**src/pkg/actr_consts.svh**
```systemverilog
// offsets, field positions, reset values and counts for the converter control block
`ifndef ACTR_CONSTS_SVH
`define ACTR_CONSTS_SVH
`define ACTR_OFS_RES_LOW   8'h78
`define ACTR_OFS_RES_HIGH  8'h79
`define ACTR_OFS_CTRL      8'h7a
`define ACTR_OFS_TRIG      8'h7b
`define ACTR_OFS_MUXCFG    8'h7c
`define ACTR_OFS_BUFOFF    8'h7e
`define ACTR_CTRL_ON       7
`define ACTR_CTRL_START    6
`define ACTR_CTRL_AUTO     5
`define ACTR_CTRL_DONE     4
`define ACTR_CTRL_IEN      3
`define ACTR_MUX_LEFT      5
`define ACTR_RST_BYTE      8'h00
`define ACTR_TRIG_MASK     8'h07
`define ACTR_BUF_MASK      8'h3f
`define ACTR_MUX_MASK      8'h2f
`define ACTR_CONV_CYCLES   13
`define ACTR_FIRST_CYCLES  25
`endif

```
**src/pkg/actr_pkg.sv**
```systemverilog
// types for the converter control block
package actr_pkg;
  typedef enum logic [2:0] {
    ACTR_TRG_FREE,
    ACTR_TRG_ACOMP,
    ACTR_TRG_EXT0,
    ACTR_TRG_T0CMPA,
    ACTR_TRG_T0OVF,
    ACTR_TRG_T1CMPB,
    ACTR_TRG_T1OVF,
    ACTR_TRG_T1CAPT
  } actr_trig_t;
  typedef enum logic [1:0] {
    ACTR_IDLE,
    ACTR_CONV,
    ACTR_DONE
  } actr_state_t;
  // register bus request
  typedef struct packed {
    logic [7:0] addr;
    logic [7:0] wdata;
    logic       wr;
    logic       rd;
  } actr_bus_t;
  // peripheral trigger flags, bit i is source code i+1
  typedef struct packed {
    logic t1_capt;
    logic t1_ovf;
    logic t1_cmpb;
    logic t0_ovf;
    logic t0_cmpa;
    logic ext0;
    logic acomp;
  } actr_flags_t;
endpackage

```
**src/rtl/actr_top.sv**
```systemverilog
// converter clock, trigger, result and input buffer control
`timescale 1ns/1ns
`include "actr_consts.svh"
module actr_top #(
  parameter int RES_W = 10
) (
  input  wire logic                 CLK,
  input  wire logic                 NRST,
  input  wire actr_pkg::actr_bus_t  BUS,
  output logic [7:0]                RDATA,
  input  wire actr_pkg::actr_flags_t FLAGS,
  input  wire logic                 IRQ_ACK,
  input  wire logic [RES_W-1:0]     ANA_RESULT,
  input  wire logic [5:0]           PIN_IN,
  output logic [5:0]                PIN_SEEN,
  output logic [5:0]                PIN_BUF_OFF,
  output logic                      CONV_CLK_EN,
  output logic                      CONV_BUSY,
  output logic                      SAMPLE_REQ,
  output logic [3:0]                CHANNEL_SELECT,
  output logic                      DONE_IRQ
);
  import actr_pkg::*;

  if (RES_W != 10) begin : g_width_check
    $error("actr_top serves only a 10-bit result");
  end

  logic [7:0]        ctrl_q;
  logic [7:0]        trig_q;
  logic [7:0]        mux_q;
  logic [7:0]        buf_q;
  logic [RES_W-1:0]  result_q;
  logic              lock_q;
  logic              done_q;
  logic [6:0]        div_q;
  logic              first_q;
  logic [4:0]        cnt_q;
  actr_state_t       state_q;
  logic              trig_lvl_q;
  logic              start_pend_q;
  logic [5:0]        pin_s1_q;
  logic [5:0]        pin_s2_q;
  logic [5:0]        pin_s3_q;
  logic [5:0]        pin_stable_q;
  logic [7:0]        rd_low;
  logic [7:0]        rd_high;
  logic              trig_lvl_d;
  logic              trig_edge;
  logic              tick;
  logic              conv_end;
  logic [6:0]        div_mask;
  actr_trig_t        src;

  wire wr_ctrl  = BUS.wr && BUS.addr == `ACTR_OFS_CTRL;
  wire wr_trig  = BUS.wr && BUS.addr == `ACTR_OFS_TRIG;
  wire wr_mux   = BUS.wr && BUS.addr == `ACTR_OFS_MUXCFG;
  wire wr_buf   = BUS.wr && BUS.addr == `ACTR_OFS_BUFOFF;
  wire rd_lo    = BUS.rd && BUS.addr == `ACTR_OFS_RES_LOW;
  wire rd_hi    = BUS.rd && BUS.addr == `ACTR_OFS_RES_HIGH;
  wire conv_on  = ctrl_q[`ACTR_CTRL_ON];
  wire conv_on_d = wr_ctrl ? BUS.wdata[`ACTR_CTRL_ON] : conv_on;
  wire auto_on  = ctrl_q[`ACTR_CTRL_AUTO];
  wire left_on  = mux_q[`ACTR_MUX_LEFT];

  // prescaler: divide mask per code
  always_comb begin
    case (ctrl_q[2:0])
      3'h0, 3'h1: div_mask = 7'h01;
      3'h2:       div_mask = 7'h03;
      3'h3:       div_mask = 7'h07;
      3'h4:       div_mask = 7'h0f;
      3'h5:       div_mask = 7'h1f;
      3'h6:       div_mask = 7'h3f;
      default:    div_mask = 7'h7f;
    endcase
  end
  assign tick = (div_q & div_mask) == div_mask;

  always_ff @(posedge CLK) begin
    if (!NRST || !conv_on) begin
      div_q <= 7'h00;
    end else begin
      div_q <= div_q + 7'h01;
    end
  end

  // trigger source selection
  assign src = actr_trig_t'(trig_q[2:0]);
  always_comb begin
    case (src)
      ACTR_TRG_FREE:   trig_lvl_d = done_q;
      ACTR_TRG_ACOMP:  trig_lvl_d = FLAGS.acomp;
      ACTR_TRG_EXT0:   trig_lvl_d = FLAGS.ext0;
      ACTR_TRG_T0CMPA: trig_lvl_d = FLAGS.t0_cmpa;
      ACTR_TRG_T0OVF:  trig_lvl_d = FLAGS.t0_ovf;
      ACTR_TRG_T1CMPB: trig_lvl_d = FLAGS.t1_cmpb;
      ACTR_TRG_T1OVF:  trig_lvl_d = FLAGS.t1_ovf;
      default:         trig_lvl_d = FLAGS.t1_capt;
    endcase
  end

  always_ff @(posedge CLK) begin
    if (!NRST) begin
      trig_lvl_q <= 1'b0;
    end else if (wr_trig && BUS.wdata[2:0] == 3'h0) begin
      trig_lvl_q <= 1'b1;
    end else begin
      trig_lvl_q <= trig_lvl_d;
    end
  end
  // edge only, and only with auto triggering on
  assign trig_edge = auto_on && trig_lvl_d && !trig_lvl_q;

  // start request from software or trigger, served at next converter tick
  always_ff @(posedge CLK) begin
    if (!NRST || !conv_on_d) begin
      start_pend_q <= 1'b0;
    end else if (state_q != ACTR_CONV && (trig_edge || (wr_ctrl && BUS.wdata[`ACTR_CTRL_START]))) begin
      start_pend_q <= 1'b1;
    end else if (state_q == ACTR_CONV) begin
      start_pend_q <= 1'b0;
    end
  end

  // conversion sequencer
  assign conv_end = state_q == ACTR_CONV && tick && cnt_q == 5'h01;
  always_ff @(posedge CLK) begin
    if (!NRST) begin
      state_q <= ACTR_IDLE;
      cnt_q   <= 5'h00;
      first_q <= 1'b1;
    end else if (!conv_on) begin
      state_q <= ACTR_IDLE;
      cnt_q   <= 5'h00;
      first_q <= 1'b1;
    end else begin
      case (state_q)
        ACTR_IDLE: begin
          if (start_pend_q && tick) begin
            state_q <= ACTR_CONV;
            cnt_q   <= first_q ? 5'(`ACTR_FIRST_CYCLES) : 5'(`ACTR_CONV_CYCLES);
            first_q <= 1'b0;
          end
        end
        ACTR_CONV: begin
          if (tick) begin
            cnt_q <= cnt_q - 5'h01;
            if (cnt_q == 5'h01) begin
              state_q <= ACTR_DONE;
            end
          end
        end
        ACTR_DONE: state_q <= ACTR_IDLE;
        default:   state_q <= ACTR_IDLE;
      endcase
    end
  end

  // result capture, blocked while the byte pair is locked
  always_ff @(posedge CLK) begin
    if (!NRST) begin
      result_q <= '0;
    end else if (conv_end && !lock_q) begin
      result_q <= ANA_RESULT;
    end
  end

  always_ff @(posedge CLK) begin
    if (!NRST) begin
      lock_q <= 1'b0;
    end else if (rd_hi) begin
      lock_q <= 1'b0;
    end else if (rd_lo) begin
      lock_q <= 1'b1;
    end
  end

  // done flag, set wins over clear
  always_ff @(posedge CLK) begin
    if (!NRST) begin
      done_q <= 1'b0;
    end else if (conv_end) begin
      done_q <= 1'b1;
    end else if (IRQ_ACK || (wr_ctrl && BUS.wdata[`ACTR_CTRL_DONE])) begin
      done_q <= 1'b0;
    end
  end

  // control registers
  always_ff @(posedge CLK) begin
    if (!NRST) begin
      ctrl_q <= `ACTR_RST_BYTE;
    end else if (wr_ctrl) begin
      ctrl_q <= BUS.wdata & ~(8'h01 << `ACTR_CTRL_START) & ~(8'h01 << `ACTR_CTRL_DONE);
    end
  end

  always_ff @(posedge CLK) begin
    if (!NRST) begin
      trig_q <= `ACTR_RST_BYTE;
    end else if (wr_trig) begin
      trig_q <= BUS.wdata & `ACTR_TRIG_MASK;
    end
  end

  always_ff @(posedge CLK) begin
    if (!NRST) begin
      mux_q <= `ACTR_RST_BYTE;
    end else if (wr_mux) begin
      mux_q <= BUS.wdata & `ACTR_MUX_MASK;
    end
  end

  always_ff @(posedge CLK) begin
    if (!NRST) begin
      buf_q <= `ACTR_RST_BYTE;
    end else if (wr_buf) begin
      buf_q <= BUS.wdata & `ACTR_BUF_MASK;
    end
  end

  // alignment is applied on read, so a change shows at once
  assign rd_low  = left_on ? {result_q[1:0], 6'h00} : result_q[7:0];
  assign rd_high = left_on ? result_q[9:2] : {6'h00, result_q[9:8]};

  always_ff @(posedge CLK) begin
    if (!NRST) begin
      RDATA <= 8'h00;
    end else if (BUS.rd) begin
      case (BUS.addr)
        `ACTR_OFS_RES_LOW:  RDATA <= rd_low;
        `ACTR_OFS_RES_HIGH: RDATA <= rd_high;
        `ACTR_OFS_CTRL:     RDATA <= ctrl_q | {1'b0, state_q != ACTR_IDLE || start_pend_q, 1'b0, done_q, 4'h0};
        `ACTR_OFS_TRIG:     RDATA <= trig_q;
        `ACTR_OFS_MUXCFG:   RDATA <= mux_q;
        `ACTR_OFS_BUFOFF:   RDATA <= buf_q;
        default:            RDATA <= 8'h00;
      endcase
    end else begin
      RDATA <= 8'h00;
    end
  end

  // pin inputs: three stages, accept when second and third agree
  always_ff @(posedge CLK) begin
    if (!NRST) begin
      pin_s1_q     <= 6'h00;
      pin_s2_q     <= 6'h00;
      pin_s3_q     <= 6'h00;
      pin_stable_q <= 6'h00;
    end else begin
      pin_s1_q <= PIN_IN;
      pin_s2_q <= pin_s1_q;
      pin_s3_q <= pin_s2_q;
      for (int i = 0; i < 6; i++) begin
        if (pin_s2_q[i] == pin_s3_q[i]) begin
          pin_stable_q[i] <= pin_s3_q[i];
        end
      end
    end
  end

  // outputs
  always_ff @(posedge CLK) begin
    if (!NRST) begin
      PIN_SEEN       <= 6'h00;
      PIN_BUF_OFF    <= 6'h00;
      CONV_CLK_EN    <= 1'b0;
      CONV_BUSY      <= 1'b0;
      SAMPLE_REQ     <= 1'b0;
      CHANNEL_SELECT <= 4'h0;
      DONE_IRQ       <= 1'b0;
    end else begin
      PIN_SEEN       <= pin_stable_q & ~buf_q[5:0];
      PIN_BUF_OFF    <= buf_q[5:0];
      CONV_CLK_EN    <= conv_on && tick;
      CONV_BUSY      <= state_q == ACTR_CONV;
      SAMPLE_REQ     <= conv_end;
      CHANNEL_SELECT <= mux_q[3:0];
      DONE_IRQ       <= done_q && ctrl_q[`ACTR_CTRL_IEN];
    end
  end

  // checks
  lock_hold_a: assert property (@(posedge CLK) disable iff (!NRST)
    lock_q && !rd_hi |=> $stable(result_q)) else $error("result changed while locked");
  lock_set_a: assert property (@(posedge CLK) disable iff (!NRST)
    rd_lo |=> lock_q) else $error("low read did not lock");
  lock_free_a: assert property (@(posedge CLK) disable iff (!NRST)
    rd_hi |=> !lock_q) else $error("high read did not unlock");
  capture_a: assert property (@(posedge CLK) disable iff (!NRST)
    conv_end && !lock_q |=> result_q == $past(ANA_RESULT)) else $error("result not captured");
  sample_out_a: assert property (@(posedge CLK) disable iff (!NRST)
    conv_end |=> SAMPLE_REQ) else $error("conversion end not shown");
  done_set_a: assert property (@(posedge CLK) disable iff (!NRST)
    conv_end |=> done_q) else $error("done flag not set");
  done_clear_a: assert property (@(posedge CLK) disable iff (!NRST)
    IRQ_ACK && !conv_end |=> !done_q) else $error("acknowledge did not clear done");
  free_no_trig_a: assert property (@(posedge CLK) disable iff (!NRST)
    wr_trig && BUS.wdata[2:0] == 3'h0 |=> !trig_edge || !done_q || $rose(done_q)) else $error("free select trigger");
  free_rise_a: assert property (@(posedge CLK) disable iff (!NRST)
    auto_on && src == ACTR_TRG_FREE && !$past(wr_trig) && $rose(done_q) |-> trig_edge)
    else $error("free running did not retrigger");
  trig_start_a: assert property (@(posedge CLK) disable iff (!NRST)
    trig_edge && conv_on_d && state_q != ACTR_CONV |=> start_pend_q) else $error("trigger edge lost");
  auto_off_a: assert property (@(posedge CLK) disable iff (!NRST)
    !auto_on |-> !trig_edge) else $error("trigger without auto mode");
  left_fmt_a: assert property (@(posedge CLK) disable iff (!NRST)
    BUS.rd && BUS.addr == `ACTR_OFS_RES_HIGH && left_on |=> RDATA == $past(result_q[9:2]))
    else $error("left high byte");
  left_zero_a: assert property (@(posedge CLK) disable iff (!NRST)
    BUS.rd && BUS.addr == `ACTR_OFS_RES_LOW && left_on |=> RDATA[5:0] == 6'h00) else $error("left low byte zero");
  right_fmt_a: assert property (@(posedge CLK) disable iff (!NRST)
    BUS.rd && BUS.addr == `ACTR_OFS_RES_LOW && !left_on |=> RDATA == $past(result_q[7:0]))
    else $error("right low byte");
  right_zero_a: assert property (@(posedge CLK) disable iff (!NRST)
    BUS.rd && BUS.addr == `ACTR_OFS_RES_HIGH && !left_on |=> RDATA[7:2] == 6'h00) else $error("right high byte zero");
  rd_quiet_a: assert property (@(posedge CLK) disable iff (!NRST)
    !BUS.rd |=> RDATA == 8'h00) else $error("read data without read");
  pin_mask_a: assert property (@(posedge CLK) disable iff (!NRST)
    buf_q[0] && $past(buf_q[0]) |-> !PIN_SEEN[0]) else $error("disabled pin reads one");
  buf_out_a: assert property (@(posedge CLK) disable iff (!NRST)
    1'b1 |=> {2'b00, PIN_BUF_OFF} == $past(buf_q)) else $error("buffer disable output wrong");
  div_two_a: assert property (@(posedge CLK) disable iff (!NRST)
    conv_on && ctrl_q[2:1] == 2'h0 && tick && !wr_ctrl ##1 !wr_ctrl |-> !tick ##1 tick)
    else $error("divide by two broken");
endmodule // actr_top

```
**config.mk**
```make
export PLATFORM = sky130hd
export DESIGN_NAME = actr_top
export DESIGN_NICKNAME = d
export VERILOG_FILES = /design/src/pkg/actr_pkg.sv /design/src/rtl/actr_top.sv
export VERILOG_INCLUDE_DIRS = /design/src /design/src/pkg
export SDC_FILE = /design/constraint.sdc
export NUM_CORES = 1
export LEC_CHECK = 0
export ABC_AREA = 1
export BUFFER_PORTS_ARGS = -buffer_cell sky130_fd_sc_hd__buf_2
export CORE_ASPECT_RATIO = 1.1
export CORE_UTILIZATION = 40
export DETAILED_ROUTE_END_ITERATION = 7
export PLACE_DENSITY = 0.64
export SYNTH_ARGS = -nofsm -noshare
export SYNTH_HDL_FRONTEND = slang
export SYNTH_SLANG_ARGS = --single-unit
```
**constraint.sdc**
```tcl
create_clock -name CLK -period 1.5 [get_ports CLK]
set_input_delay 0.15 -clock CLK [delete_from_list [all_inputs] [get_ports CLK]]
set_output_delay 0.15 -clock CLK [all_outputs]
set_load 0.03 [all_outputs]
```
# == Yosys cells after proc, flatten, opt, wreduce, memory -nomap -nowiden ==
# Index checks and enable logic that the tools add are counted.
# Widths: inputs -> output; s select.
# totals
elab_cells,130
regBits,101
# classes
add_sub_neg,2
n_eq_ne,31
n_mux,19
n_reduce_logical,43
bitwise,5
# op_table
cell,n
$eq 8x7->1 const B,6
$pmux 8 s6,1
$pmux 7 s6,1
$eq 3x3->1 const B,6
$logic_and 1x1->1,18
$mux 8,2
$mux 5,3
$eq 3x2->1 const B,4
$pmux 5 s2,1
$logic_not 3->1,3
$or 8x7->8,1
$reduce_bool 2->1,4
$add 7x1->7 const B,1
$and 7x7->7,1
$eq 7x7->1,1
$pmux 1 s7,1
$and 6x6->6,1
$eq 1x1->1,6
$eq 3x1->1 const B,2
$mux 1,6
$mux 2,3
$ne 2x2->1 const B,3
$not 6->6,1
$reduce_and 2->1,3
11 further kinds,21

# == Longest topological paths before layout ==
# Gate-level depths: netlist of run 1.
# depth
ltp_word,8
ltp_mapped,11
depth_no_buf,10

# == Least setup slack after synthesis of run 1 ==
# OpenSTA, ideal clock, no wires.
# synth_timing
kind,reg-to-reg
startpoint,reg div_q[1]
endpoint,reg cnt_q[1]
stages_incl_launch_ff,8
setup_time_ns,0.072
arrival_ns,1.274
path_slack_ns,0.154
cell_sequence,dfxtp_1 inv_1 nand2_1 nand2_1 nor2_1 nand3_4 or2_2 a21oi_1
# synth_via
elab_chain_cells,5
word_cells_on_any_way,6
cone_classes,3 x eq/ne; 1 x bitwise; 2 x reduce/logical
# synth_rtl
item,line_no,rtl
from (decl),actr_top.sv:36,logic [6:0] div_q;
from (signal assigned),actr_top.sv:84,div_q <= div_q + 7'h01;
$and 7x7->7 *,actr_top.sv:78,assign tick = (div_q & div_mask) == div_mask;
$eq 7x7->1 *,actr_top.sv:78,
$logic_and 1x1->1,actr_top.sv:140,if (start_pend_q && tick) begin
$ne 2x2->1 (no source line),--,
$reduce_and 3->1 (no source line) *,--,
to (signal assigned),actr_top.sv:142,cnt_q <= first_q ? 5'(`ACTR_FIRST_CYCLES) : 5'(`ACTR_CONV_CYCLES);
to (signal assigned),actr_top.sv:148,cnt_q <= cnt_q - 5'h01;
to (decl),actr_top.sv:38,logic [4:0] cnt_q;
# Every way passes the cells marked *; elsewhere a longest branch is shown, timed or not.
# A chain may end at the register's enable or synchronous reset.

# == Worst setup path after layout of run 1 ==
# layout_timing
startpoint,reg ctrl_q[2]
endpoint,reg cnt_q[1]
# layout_via
elab_chain_cells,8
word_cells_on_any_way,15
cone_classes,9 x eq/ne; 1 x mux; 1 x bitwise; 4 x reduce/logical
# layout_rtl
item,line_no,rtl
from (decl),actr_top.sv:29,logic [7:0] ctrl_q;
from (signal assigned),actr_top.sv:193,ctrl_q <= `ACTR_RST_BYTE;
from (signal assigned),actr_top.sv:195,ctrl_q <= BUS.wdata & ~(8'h01 << `ACTR_CTRL_START) & ~(8'h01 << `ACTR_CTRL_DONE);
$eq 3x1->1 / $logic_not 3->1 (equally long branches),actr_top.sv:68,case (ctrl_q[2:0])
$reduce_or 2->1,actr_top.sv:68,
$pmux 7 s6 *,actr_top.sv:68,
$and 7x7->7,actr_top.sv:78,
$eq 7x7->1 *,actr_top.sv:78,
$logic_and 1x1->1,actr_top.sv:140,
$ne 2x2->1 (no source line),--,
$reduce_and 3->1 (no source line) *,--,
# Marks and branches as above.

==> results of run 1 <==
area by class of cell:
class	instances	area share (%)
Clock buffer	9	2.54
Clock inverter	7	1.77
Inverter	91	7.12
Multi-Input combinational cell	321	31.4
Sequential cell	101	41.7
Tap cell	117	3.01
Timing Repair Buffer	100	12.5
cells by family after synthesis:
logic type	Yosys count	share of synthesized area (%)
AOI/OAI and AO/OA	106	14.6
xor gates and xnor gates	1	0.222
adders and majority gates	3	0.953
buffers and inverters	103	10.1
DFF	101	51.3
and+or+nand+nor	211	22.8
sequential cells by signal (all words and copies together) (netlist names), 2 cells and up:
name            count
div_q               7
PIN_SEEN            6
pin_stable_q        6
pin_s2_q            6
pin_s1_q            6
trig_q              3
ctrl_q              6
mux_q               5
cnt_q               5
buf_q               6
RDATA               8
CHANNEL_SELECT      4
state_q             2
PIN_BUF_OFF         6
pin_s3_q            6
result_q           10
timing repair:
action,CTS,global route
endpoints found under the hold margin,7,0
resized for setup,2,9
hold buffers,7,0
setup endpoints to repair,11,14
stage by stage:
| step | cell area (um^2) | utilization, % | total power [mW] |
|---|---|---|---|
| 5_1_grt | 4870 | 51.6 | 4.83 |
| 2_1_floorplan | 3940 | - | 2.84 |
| 6_report | 4870 | 51.6 | 4.64 |
| 3_5_place_dp | 4560 | 48.3 | 2.95 |
| 4_1_cts | 4850 | 51.3 | 4.69 |
| 3_3_place_gp | 4560 | 48.3 | 2.95 |
Yosys cell counts (all sizes together):
master / instances / area share [%]
a221oi: 1 / 0.22
a21oi: 51 / 6.5
nor3: 8 / 1.3
dfxtp: 101 / 51
a21o: 6 / 1.1
o22ai: 8 / 1.3
nand4: 3 / 0.64
o221ai: 1 / 0.22
o211ai: 3 / 0.57
buf: 4 / 0.64
or2: 3 / 0.48
xor2: 1 / 0.22
nor2: 53 / 5.1
nand3: 32 / 4.4
o21ai: 34 / 4.3
nand2: 112 / 11
a31oi: 1 / 0.16
inv: 91 / 8.7
ha: 3 / 0.95
clkbuf: 8 / 0.76
o31ai: 1 / 0.19
layer usage:
| metal | up-vias | wire length (um) |
|---|---|---|
| li1 | 1856 | - |
| met4 | 0 | 85 |
| met1 | 1629 | 4190 |
| met2 | 103 | 4230 |
| met5 | - | 0 |
| met3 | 8 | 553 |
how the worst min path moves through the flow:
stage,start,endpoint,slack [ns],cells after the start
floorplan,PIN_IN[0],pin_s1_q[0],0.25,2
global placement,PIN_IN[2],pin_s1_q[2],0.33,3
detailed placement,PIN_IN[1],pin_s1_q[1],0.34,3
CTS,BUS[0],lock_q,0.003,2
global route,BUS[0],lock_q,0.003,2
finish,BUS[0],lock_q,0.01,2
power by group:
group          switching [mW]  internal (mW)
sequential            0.00742           2.70
combinational           0.106         0.0869
clock                    1.06          0.672
total                    1.17           3.46
==> flow_summary.yaml, run 1 <==
critical_path:
  reg2reg_depth: 7
  crit_type: "flip-flop to flip-flop"
  timing.rr.start: "ctrl_q[2]"
  crit_path_start: "ctrl_q[2]"
  crit_buf_inv: 2
  crit_end: "cnt_q[1]"
  endpoint_kind: "flip-flop"
  crit_cells: 7
  required_ns: 1.80
  path_max_fanout: 4
  reg2reg_to: "cnt_q[1]"
  worst-r2r-setup-slack_ns: 0.09
  crit_arrival_ns: 1.71
  worstPathCellList: "inv_1, a21oi_1, nor2_1, buf_4, nand3_4, or2_2, a21oi_1"
  cp-start-kind: "flip-flop"
  slowest_delay_ns: 0.33
  crit_slowest_cell: "dfxtp_1"
  critPathTopFamily: "simple AND/OR/NAND/NOR gates"
  cp_common_cell: "a21oi_1"
cts:
  postCtsSetupRepairBufs: 0
  cts_buffers: 9
  cts_sinks: 101
  clk_path_buf_depth: 2
  path_clk_slew_ns: 0.11
  cts-root-buf: "clkbuf_8"
  cts_tree: "yes"
  clock_latency_ns: 0.37
  htreeDepth: 3
die:
  die_w_um: 96.6
  core_mm2: 0.00944
  die_h_um: 106
  dieArea_mm2: 0.0102
  rows: 37
  initial_core_util_pct: 41.7
  pin_count: 72
finish:
  drive_above_1_share_pct: 20.3
  instances_no_fill: 746
  multi_input_area_mm2: 0.00153
  final_common_cell: "nand2_1"
  fillCellCount: 950
  n_antenna_cell: 0
  ff_latch_area_mm2: 0.00203
  nets: 671
  syn2layout_area_growth_pct: 23.6
  layout_common_cells: "106 x nand2_1, 96 x dfxtp_1, 90 x inv_1, 71 x buf_2, 52 x nor2_1"
sta:
  layout_setup_ws_ns: 0.0863
  slew_violations: 0
  period_needed_ns: 1.41
  setup_viol: 0
  period_share_pct: 94.2
  skew_ns: 0.00955
  max_slew_margin_pct: 78.2
  timing.hold.ws_ns: 0.0131
  worst_pin_slew_ns: 0.326
  tns_ns: 0
  hold_violations: 0
  fmax_mhz: 707
  rsz0062_at_grt: "false"
global_routing:
  grt_max_degree: 54
  gr-usage-met2_pct: 29.9
  grt-ovfl-total: 0
  antenna_found_initial: 0
  grtUsageMet1_pct: 23.5
  grt_pass1_vias: 3303
  grt_pass1_wl_um: 15200
  grt_util_met3_pct: 5.26
  grt_usage_pct: 18.3
  grt-busiest-layer: "met2"
place:
  post-place-ws_ns: -0.0769
  port_buffers: 71
  gp_congestion: 0.804
  dpl.cell_count: 723
  dpl.hpwl_um: 6860
drt:
  drt-total-wl_um: 9050
  drtIter0Drc: 159
  vias: 3596
  ant_nets: 0
  drt_first_pass_iters: 5
  wire_per_inst_um: 12.1
  via_per_inst: 4.82
  drc: 0
logic_synthesis:
  ys.warnings.count: 0
  synth_cells: 525
  syn_nets: 572
  syn_area_per_cell_um2: 7.50
  syn_area_mm2: 0.00394
  synth-seq-area-share_pct: 51.3
  synth-seq-cells: 101
  synth_cell_type_count: 29
outcome:
  status: "finished, final reports clean"
pwr:
  p_per_area_mw_per_mm2: 952
  p_leak_nw: 2.36
  peakVddDrop_v: 0.000494
job:
  maxCapViolCount: 0
min_path:
  hold_path.class: "input pin to flip-flop"
Note: power is estimated with default switching activity, not from simulation.
==> run 2: changes to the inputs <==
--- a/config.mk
+++ b/config.mk
@@ -9,9 +9,10 @@
 export ABC_AREA = 1
 export BUFFER_PORTS_ARGS = -buffer_cell sky130_fd_sc_hd__buf_2
 export CORE_ASPECT_RATIO = 1.1
-export CORE_UTILIZATION = 40
+export CORE_UTILIZATION = 25
 export DETAILED_ROUTE_END_ITERATION = 7
-export PLACE_DENSITY = 0.64
+export PLACE_DENSITY = 0.45
+export REMOVE_ABC_BUFFERS = 1
 export SYNTH_ARGS = -nofsm -noshare
 export SYNTH_HDL_FRONTEND = slang
 export SYNTH_SLANG_ARGS = --single-unit
==> flow_summary.yaml, run 2 (synthesis results as in run 1) <==
outcome:
  status: "finished, final reports clean"
pwr:
  pwr-share-comb_pct: 3.6
  switching_share_pct: 22.3
  peakVddDrop_v: 0.000452
  pwr-share-clk_pct: 45.7
  p_per_area_mw_per_mm2: 1050
  p_leak_nw: 2.42
  p_int_mw: 4.15
  p_sw_mw: 1.19
  power_frac_seq_pct: 50.7
  power_mw: 5.34
place:
  post-place-ws_ns: -0.0344
  gp_congestion: 0.847
  port_buffers: 71
  dpl.hpwl_um: 7760
sta:
  worst_pin_slew_ns: 0.341
  hold_violations: 0
  timing.hold.ws_ns: 0.0627
  period_share_pct: 90.1
  layout_setup_ws_ns: 0.149
  period_needed_ns: 1.35
  fmax_mhz: 740
  max_slew_margin_pct: 77.2
  tns_ns: 0
  skew_ns: 0.00908
  setup_viol: 0
  rsz0062_at_grt: "true"
  slew_violations: 0
cts:
  clock_latency_ns: 0.35
  cts_tree: "yes"
  clk_path_buf_depth: 2
  cts-root-buf: "clkbuf_16"
  cts_sinks: 101
  postCtsSetupRepairBufs: 0
  htreeDepth: 3
  path_clk_slew_ns: 0.07
  cts_buffers: 9
finish:
  largest_register: "result_q"
  multi_input_area_mm2: 0.00154
  nets: 673
  fin_util_pct: 33.4
  drive_above_1_share_pct: 20.1
  n_antenna_cell: 0
  final_common_cell: "nand2_1"
  syn2layout_area_growth_pct: 29.3
  fillCellCount: 1621
  ff_latch_area_mm2: 0.00202
  layout_common_cells: "107 x nand2_1, 99 x dfxtp_1, 90 x inv_1, 71 x buf_2"
  largest_reg_flops: 10
  top_regs: "result_q x10, RDATA x8, div_q x7"
critical_path:
  crit_arrival_ns: 1.63
  slowest_delay_ns: 0.32
  cp_common_cell: "a21oi_1"
  crit_type: "flip-flop to flip-flop"
  endpoint_kind: "flip-flop"
  path_max_fanout: 10
  worstPathCellList: "inv_1, a21oi_1, nor2_1, buf_4, nand3_4, inv_2, buf_12, nand3_1, a21oi_1"
  crit_slowest_cell: "dfxtp_1"
  cp-start-kind: "flip-flop"
  required_ns: 1.78
global_routing:
  grt_pass1_vias: 3393
  grt-ovfl-total: 0
  grt_max_degree: 37
  antenna_found_initial: 0
  grt_pass1_wl_um: 16700
  grt_usage_pct: 13.5
drt:
  drt_first_pass_iters: 4
  drc: 0
  drt-total-wl_um: 10300
  wire_per_inst_um: 12.4
  via_per_inst: 4.27
  drtIter0Drc: 193
  ant_nets: 0
  vias: 3534
die:
  initial_core_util_pct: 25.9
  die_h_um: 134
  core_mm2: 0.0152
  pin_count: 72
  dieArea_mm2: 0.0163
  rows: 47
  die_w_um: 122
job:
  maxCapViolCount: 0
min_path:
  hold_path.class: "input pin to flip-flop"
[run 2: final cells by class]
cell class,count,area share [%]
flip-flops and latches,101,39.8
multi-input cells,321,30.3
repair buffers,102,12.4
inverters,91,6.71
well taps,196,4.82
clock buffers,11,4.77
clock inverters,5,1.30
[run 2: power groups by stage]
stage	Combinational, mW	Clock, mW	Sequential, mW
final	0.191	2.44	2.71
after global routing	0.216	2.63	2.71
after CTS	0.193	2.50	2.71
after detailed placement	0.178	0	2.77
after global placement	0.176	0	2.77
after floorplan	0.0562	0	2.77
[run 2: path summary, 6_finish.rpt]
check | start | end | slack, ns | cells after the start
setup / recovery | ctrl_q[2] | result_q[3] | 0.15 | 9
hold / removal | BUS[0] | lock_q | 0.06 | 2
setup reg to reg | ctrl_q[2] | result_q[3] | 0.15 | 9
hold reg to reg | pin_s1_q[3] | pin_s2_q[3] | 0.41 | 2
[run 2: per-stage QoR]
stage	cell area, um^2	std cells
after floorplan	3880	513
after CTS	5070	827
after global placement	4690	804
after detailed placement	4690	804
final	5090	827
after global routing	5090	827
[run 2: what timing repair did]
item                                    CTS  global route
gates resized for setup                   0             8
endpoints found under the setup margin    0            18
endpoints found under the hold margin     7             0
hold buffers                              7             0
[run 2: critical path: cells and delay by family (launching register included)]
kind / cells / cell delay [ns]
buffers and inverters: 4 / 0.50
DFF: 1 / 0.32
and+or+nand+nor: 3 / 0.25
AOI/OAI and AO/OA: 2 / 0.23
[run 2: metal layers]
layer	share of wire, %	GRT usage, %	up-vias	wire (um)
li1	-	-	1866	-
met1	46	16.7	1575	4690
met2	47	22.1	78	4870
met3	4.8	3.30	15	496
met4	2.2	6.17	0	230
met5	0	0	-	0
